## src/logic/did_pkg.sv

```systemverilog
// Shared types and constants for the digital input event dispatcher.
package did_pkg;

  // ==========================================================================
  // Sizes and reset values
  // ==========================================================================
  localparam int         DID_NUM_IN   = 8;
  localparam logic       DID_VPRES_ON = 1'b0;  // voltage_present_on
  localparam logic       DID_VABS_ON  = 1'b1;  // voltage_absent_on
  localparam logic [7:0] DID_MODE_RST = 8'h00;
  localparam logic [7:0] DID_ZERO8    = 8'h00;
  localparam logic [2:0] DID_NUM_RST  = 3'h0;

  // ==========================================================================
  // Input functions
  // ==========================================================================
  typedef enum logic [3:0] {
    FN_NONE      = 4'b0000,
    FN_START     = 4'b0001,
    FN_PAUSE     = 4'b0010,
    FN_RESUME    = 4'b0011,
    FN_TERMINATE = 4'b0100,
    FN_WAIT      = 4'b0101,
    FN_STEP_BACK = 4'b0110,
    FN_STEP_FWD  = 4'b0111,
    FN_CHAM_OFF  = 4'b1000,
    FN_ALL_OFF   = 4'b1001,
    FN_EVT_OFF   = 4'b1010,
    FN_OUT_CTL   = 4'b1011
  } did_func_t;

  // ==========================================================================
  // Profile sequencer state, as reported to this block
  // ==========================================================================
  typedef enum logic [1:0] {
    PROF_IDLE = 2'b00,
    PROF_RUN  = 2'b01,
    PROF_HOLD = 2'b10,
    PROF_WAIT = 2'b11
  } did_prof_t;

  typedef enum logic {
    CFG_IDLE = 1'b0,
    CFG_EDIT = 1'b1
  } did_cfg_state_t;

  // ==========================================================================
  // Carriers
  // ==========================================================================
  typedef struct packed {
    logic start;
    logic pause;
    logic resume;
    logic terminate;
    logic waitRelease;
    logic stepBack;
    logic stepFwd;
  } did_cmd_t;

  typedef struct packed {
    logic chamberOff;
    logic eventOff;
  } did_force_t;

  typedef struct packed {
    logic [2:0] num;
    logic       mode;
    did_func_t  func;
  } did_cfg_t;

  localparam did_cmd_t   DID_CMD_RST   = '0;
  localparam did_force_t DID_FORCE_RST = '0;

endpackage

```

## src/logic/did_dispatcher.sv

```systemverilog
// Digital input event dispatcher: edge and level functions for eight inputs.
// ============================================================================
// What this block does
// - Eight independent inputs, each with its function.
// - Per-input trigger transition selects the firing edge.
// - Off-to-on mode fires when voltage is applied.
// - On-to-off mode fires when voltage is removed.
// - Profile functions on edges, output functions on levels.
// - Start edge begins loaded profile from step one.
// - Pause edge puts a running profile on hold.
// - Resume edge returns a held profile to run.
// - Terminate ends active profile; idle means no action.
// - Wait release only for edges after wait entry.
// - Step back/forward only if held before edge.
// - Chamber-off input forces chamber outputs off while on.
// - All-off input forces chamber and event outputs off.
// - Event-off input forces customer event outputs off.
// - Output-control input drives its assigned output level.
// - Trigger setting defines the on level of inputs.
// - Several inputs may share one function.
// - Configuration changes apply only on explicit accept.
// - Assigned output stays off unless output-control function.
`timescale 1ns/10ps

module did_dispatcher
  import did_pkg::*;
(
  // Clock and reset
  input  wire logic       clk,
  input  wire logic       rst_b,
  // Field inputs
  input  wire logic [7:0] rawIn,
  // Profile sequencer status
  input  wire did_prof_t  profState,
  input  wire logic [2:0] waitSel,
  // Configuration editing
  input  wire logic       cfgOpen,
  input  wire logic       cfgStageMode,
  input  wire logic       cfgStageFunc,
  input  wire logic       cfgAccept,
  input  wire logic       cfgLeave,
  input  wire did_cfg_t   cfgReq,
  // Configuration view
  output did_cfg_t        cfgView,
  output logic            cfgEditing,
  // Commands to the sequencer and output drivers
  output did_cmd_t        cmd,
  output did_force_t      forceOff,
  output logic [7:0]      ctrlOut
);

  // ==========================================================================
  // State
  // ==========================================================================
  typedef struct packed {
    logic [7:0]            sync1;
    logic [7:0]            sync2;
    logic [7:0]            prevOn;
    logic [7:0]            mode;
    did_func_t [7:0]       func;
    did_prof_t             prevProf;
    did_cfg_state_t        cfgState;
    did_cfg_t              stage;
    did_cmd_t              cmd;
    did_force_t            forceOff;
    logic [7:0]            ctrlOut;
  } did_state_t;

  did_state_t s;
  did_state_t next_s;

  logic [7:0] onNow;
  logic [7:0] edgeOn;
  logic       waitArmed;
  logic       heldBefore;
  logic       profActive;

  // The second flop is the only reader of sync1.
  assign onNow  = s.sync2 ^ s.mode;
  assign edgeOn = onNow & ~s.prevOn;

  assign waitArmed  = (profState == PROF_WAIT) && (s.prevProf == PROF_WAIT);
  assign heldBefore = (profState == PROF_HOLD) && (s.prevProf == PROF_HOLD);
  assign profActive = (profState != PROF_IDLE);

  // ==========================================================================
  // Next state
  // ==========================================================================
  always_comb begin
    next_s          = s;
    next_s.sync1    = rawIn;
    next_s.sync2    = s.sync1;
    next_s.prevOn   = onNow;
    next_s.prevProf = profState;
    next_s.cmd      = DID_CMD_RST;
    next_s.forceOff = DID_FORCE_RST;
    next_s.ctrlOut  = DID_ZERO8;

    // Each input is evaluated alone; matching functions simply OR together.
    for (int i = 0; i < DID_NUM_IN; i++) begin
      if (edgeOn[i]) begin
        case (s.func[i])
          FN_START: begin
            next_s.cmd.start = 1'b1;
          end
          FN_PAUSE: begin
            if (profState == PROF_RUN || profState == PROF_WAIT) begin
              next_s.cmd.pause = 1'b1;
            end
          end
          FN_RESUME: begin
            if (profState == PROF_HOLD) begin
              next_s.cmd.resume = 1'b1;
            end
          end
          FN_TERMINATE: begin
            if (profActive) begin
              next_s.cmd.terminate = 1'b1;
            end
          end
          FN_WAIT: begin
            if (waitArmed && waitSel == 3'(i)) begin
              next_s.cmd.waitRelease = 1'b1;
            end
          end
          FN_STEP_BACK: begin
            if (heldBefore) begin
              next_s.cmd.stepBack = 1'b1;
            end
          end
          FN_STEP_FWD: begin
            if (heldBefore) begin
              next_s.cmd.stepFwd = 1'b1;
            end
          end
          default: begin
          end
        endcase
      end
      if (onNow[i]) begin
        case (s.func[i])
          FN_CHAM_OFF: begin
            next_s.forceOff.chamberOff = 1'b1;
          end
          FN_ALL_OFF: begin
            next_s.forceOff.chamberOff = 1'b1;
            next_s.forceOff.eventOff   = 1'b1;
          end
          FN_EVT_OFF: begin
            next_s.forceOff.eventOff = 1'b1;
          end
          FN_OUT_CTL: begin
            next_s.ctrlOut[i] = 1'b1;
          end
          default: begin
          end
        endcase
      end
    end

    // Edits sit in a staging copy until accepted, so a half-made setup
    // never reaches the live inputs.
    case (s.cfgState)
      CFG_IDLE: begin
        if (cfgOpen) begin
          next_s.cfgState   = CFG_EDIT;
          next_s.stage.num  = cfgReq.num;
          next_s.stage.mode = s.mode[cfgReq.num];
          next_s.stage.func = s.func[cfgReq.num];
        end
      end
      CFG_EDIT: begin
        if (cfgLeave) begin
          next_s.cfgState = CFG_IDLE;
        end else if (cfgOpen) begin
          next_s.stage.num  = cfgReq.num;
          next_s.stage.mode = s.mode[cfgReq.num];
          next_s.stage.func = s.func[cfgReq.num];
        end else if (cfgAccept) begin
          next_s.mode[s.stage.num] = s.stage.mode;
          next_s.func[s.stage.num] = s.stage.func;
          // Re-base the edge detector so a mode change is not seen as an edge.
          next_s.prevOn[s.stage.num] = s.sync2[s.stage.num] ^ s.stage.mode;
          next_s.cfgState = CFG_IDLE;
        end else begin
          if (cfgStageMode) begin
            next_s.stage.mode = cfgReq.mode;
          end
          if (cfgStageFunc) begin
            next_s.stage.func = cfgReq.func;
          end
        end
      end
      default: begin
        next_s.cfgState = CFG_IDLE;
      end
    endcase
  end

  // ==========================================================================
  // Registers
  // ==========================================================================
  always_ff @(posedge clk) begin
    if (!rst_b) begin
      s          <= '0;
      s.mode     <= DID_MODE_RST;
      s.cfgState <= CFG_IDLE;
      s.prevProf <= PROF_IDLE;
      s.cmd      <= DID_CMD_RST;
      s.forceOff <= DID_FORCE_RST;
    end else begin
      s <= next_s;
    end
  end

  assign cfgView    = s.stage;
  assign cfgEditing = (s.cfgState == CFG_EDIT);
  assign cmd        = s.cmd;
  assign forceOff   = s.forceOff;
  assign ctrlOut    = s.ctrlOut;

  // Function masks over all eight inputs, so each check below covers every
  // input rather than one fixed input that a test might never configure.
  logic [7:0] fnStart;
  logic [7:0] fnNone;
  logic [7:0] fnChamOff;
  logic [7:0] fnAllOff;
  logic [7:0] fnEvtOff;
  logic [7:0] fnOutCtl;

  always_comb begin
    for (int k = 0; k < DID_NUM_IN; k++) begin
      fnStart[k]   = (s.func[k] == FN_START);
      fnNone[k]    = (s.func[k] == FN_NONE);
      fnChamOff[k] = (s.func[k] == FN_CHAM_OFF);
      fnAllOff[k]  = (s.func[k] == FN_ALL_OFF);
      fnEvtOff[k]  = (s.func[k] == FN_EVT_OFF);
      fnOutCtl[k]  = (s.func[k] == FN_OUT_CTL);
    end
  end
endmodule

```

## config.mk

```make
export PLATFORM = sky130hd
export DESIGN_NAME = did_dispatcher
export DESIGN_NICKNAME = d
export VERILOG_FILES = /design/src/logic/did_pkg.sv /design/src/logic/did_dispatcher.sv
export SDC_FILE = /design/constraint.sdc
export NUM_CORES = 1
export LEC_CHECK = 0
export ABC_CLOCK_PERIOD_IN_PS = 2200
export BUFFER_PORTS_ARGS = -buffer_cell sky130_fd_sc_hd__buf_2
export CAP_MARGIN = 20
export CELL_PAD_IN_SITES_DETAIL_PLACEMENT = 1
export CELL_PAD_IN_SITES_GLOBAL_PLACEMENT = 1
export CORE_MARGIN = 8
export CORE_UTILIZATION = 45
export DETAILED_ROUTE_END_ITERATION = 12
export HOLD_SLACK_MARGIN = 0.05
export PLACE_DENSITY_LB_ADDON = 0.1
export RECOVER_POWER = 25
export REMOVE_ABC_BUFFERS = 1
export SKIP_LAST_GASP = 1
export SYNTH_ARGS = -nofsm -noshare
export SYNTH_HDL_FRONTEND = slang
export SYNTH_SLANG_ARGS = --single-unit
```

## constraint.sdc

```tcl
create_clock -name clk -period 2.2 [get_ports clk]
set_clock_uncertainty 0.15 [all_clocks]
set_input_delay 0.33 -clock clk [delete_from_list [all_inputs] [get_ports clk]]
set_output_delay 0.33 -clock clk [all_outputs]
set_load 0.01 [all_outputs]
```

==> results.json <==
{
  "p_sw_share_pct": 25.5,
  "required_ns": 2.30,
  "final-seq-area_um2": 1840,
  "final_hold_viol_count": 0,
  "ys_top_cells_by_area": "dfxtp_1 (38%), mux2i_1 (8.5%), mux4_2 (5.6%), nor2b_1 (4.9%), buf_4 (4.2%)",
  "htreeDepth": 3,
  "diodes": 0,
  "yosys_register_bits": 92,
  "grt_first_pass_wirelength_um": 23500,
  "grt_max_degree": 86,
  "die_w_um": 119,
  "end_kind": "flop",
  "critical_path_class": "reg -> reg",
  "syn_area_per_cell_um2": 9.33,
  "wl_um": 14700,
  "slew_headroom_pct": 1.46,
  "nNetsFinal": 580,
  "worst_setup_path_start_kind": "flop",
  "dr_total_vias": 3929,
  "dpl.hpwl_um": 11200,
  "period_needed_ns": 2.05,
  "via_per_inst": 5.68,
  "cp.arrival_ns": 2.15,
  "synth.largest_area_cell": "dfxtp_1",
  "rsz0062_at_grt": "false",
  "pwr-share-clk_pct": 36.3,
  "overflow": 0,
  "combinationalPowerShare_pct": 8.9,
  "fin_crit_sh_pct": 93.1,
  "finalSetupViolCount": 0,
  "fill_cells": 1227,
  "placement.io_buffers": 53,
  "remaining_drc_errors": 0,
  "cts.path.max_buffers": 2,
  "grt_pass1_vias": 4182,
  "drive_above_1_share_pct": 18.7,
  "antenna_found_initial": 0,
  "ys.warnings.count": 0,
  "ys.flop_type": "dfxtp_1",
  "status": "completed",
  "fmax_mhz": 488,
  "die_area_um2": 14300,
  "multi_input_area_um2": 2590,
  "worstMarginPinSlew_ns": 1.48,
  "synthTopCellsByCount": "dfxtp_1 (92), mux2i_1 (41), nand2_1 (41)",
  "hold_class": "in -> reg",
  "seqPwrFrac_pct": 54.8,
  "antenna_left": 0,
  "cts.sinks": 92,
  "route.detailed.wl_per_inst_um": 21.2,
  "syn_inst": 516,
  "root_buffer": "clkbuf_8",
  "setup_tns_ns": 0,
  "start_util_pct": 46.4,
  "netlist_area_um2": 4810,
  "cts_tree": "built",
  "synth.distinct_cells": 57,
  "powerDensity_nw_per_um2": 588,
  "clkLatencyLatePin_ns": 0.38,
  "yosysSeqAreaShare_pct": 38.3,
  "synth_edf_count": 0,
  "r2r_slack_ns": 0.15,
  "yosysMostFrequentCell": "dfxtp_1",
  "drtPass1Iterations": 4,
  "area_growth_pct": 11.3,
  "drv_cap": 0,
  "p_leak_nw": 1.97,
  "cts_made_buffers": 9,
  "yosys.area.top_type_share_pct": 38.3,
  "place_congestion": 0.944,
  "clk_pin_slew_ns": 0.09,
  "switchingPower_mw": 0.802,
  "internal_power_mw": 2.35,
  "finish.utilization_pct": 51.7,
  "rows": 37,
  "io_pins": 54,
  "drtIter0Drc": 267,
  "async_flop_share_pct": 0,
  "grtUsageTotal_pct": 21.1,
  "ir_drop_mv": 0.414,
  "drv_slew": 0,
  "die_h_um": 119,
  "cp_max_fo": 5,
  "core_region_area_um2": 10400
}
routing by layer:
| layer | vias to the layer above | part of all wire [%] | GRT usage [%] |
|---|---|---|---|
| met5 | - | 0 | 0 |
| met4 | 0 | 2.6 | 8.27 |
| li1 | 1860 | - | - |
| met1 | 1933 | 43 | 25.6 |
| met2 | 108 | 49 | 35.3 |
| met3 | 28 | 5.4 | 5.05 |
cells in the final DEF (no fill, tap or decap), types with 8 or more instances in the layout:
cell           synthesis  layout
o21ai_0                8       8
dfxtp_1               92      92
clkbuf_1              28      11
a21oi_1               15      15
nor4_1                 8       8
nor3_1                10      10
o22ai_1               12      12
and2_1                22      17
buf_4                 27      23
nand2_1               41      41
nand2b_1              12      12
nand3_1               17      17
a21boi_0               8       8
dlygate4sd3_1          0       9
nand3b_1              12      12
mux4_2                12      12
nor2b_1               38      38
clkbuf_8               0       9
xnor2_1                8       8
buf_2                  5      43
nor2_1                22      22
inv_1                  8       8
mux2i_1               41      41
through the flow:
step                hold slack (ns)  worst slack, ns  std cells  cell area (µm²)  power, mW
floorplan                     0.259           0.0911        454             4460       1.88
global placement              0.266            0.207        668             5110       2.03
detailed placement            0.275            0.106        668             5110       2.04
CTS                          0.0697            0.197        692             5390       3.20
global route                 0.0900           0.0108        692             5360       3.28
finish                       0.0937            0.151        692             5360       3.15
layout make-up:
type | instances | area share, %
Timing Repair Buffer | 87 | 10.1
Inverter | 8 | 0.560
Sequential cell | 92 | 34.4
Tap cell | 136 | 3.18
Clock inverter | 5 | 1.14
Multi-Input combinational cell | 354 | 48.3
Clock buffer | 10 | 2.38
path summary, 6_finish.rpt:
kind,from,to,depth (start not counted)
worst max register to register,flop,cmd[4],5
worst min-delay path,cfgReq[4],cfgView[4],3
worst max-delay path,flop,cmd[4],5
worst min register to register,next_s[78],s[78],1
power groups by stage:
stage	combinational [mW]	sequential, mW	clock (mW)
2_1_floorplan	0.111	1.77	0
3_3_place_gp	0.263	1.76	0
3_5_place_dp	0.271	1.77	0
4_1_cts	0.284	1.73	1.19
5_1_grt	0.303	1.73	1.25
6_report	0.280	1.73	1.15
cells by family (layout without fill, tap and decap cells):
group	Yosys count	after routing	synth area share, %
mux	55	55	14.8
buf+inv	70	110	8.00
xor+xnor	16	16	3.30
simple gates	212	212	25.1
flops	92	92	38.3
compound gates	71	71	10.5
what timing repair did:
item	CTS	global route
hold buffers	9	0
setup buffers	0	0
gates resized for setup	0	0
endpoints found under the hold margin	9	0
worst max-delay path, stage by stage (launching register included):
cell and delay [ns]:
dfxtp_1 0.36, xnor2_1 0.58, or3_1 0.25, o32ai_1 0.10
nor4_1 0.41, nor3_1 0.08
(Power assumes the default switching activity.)
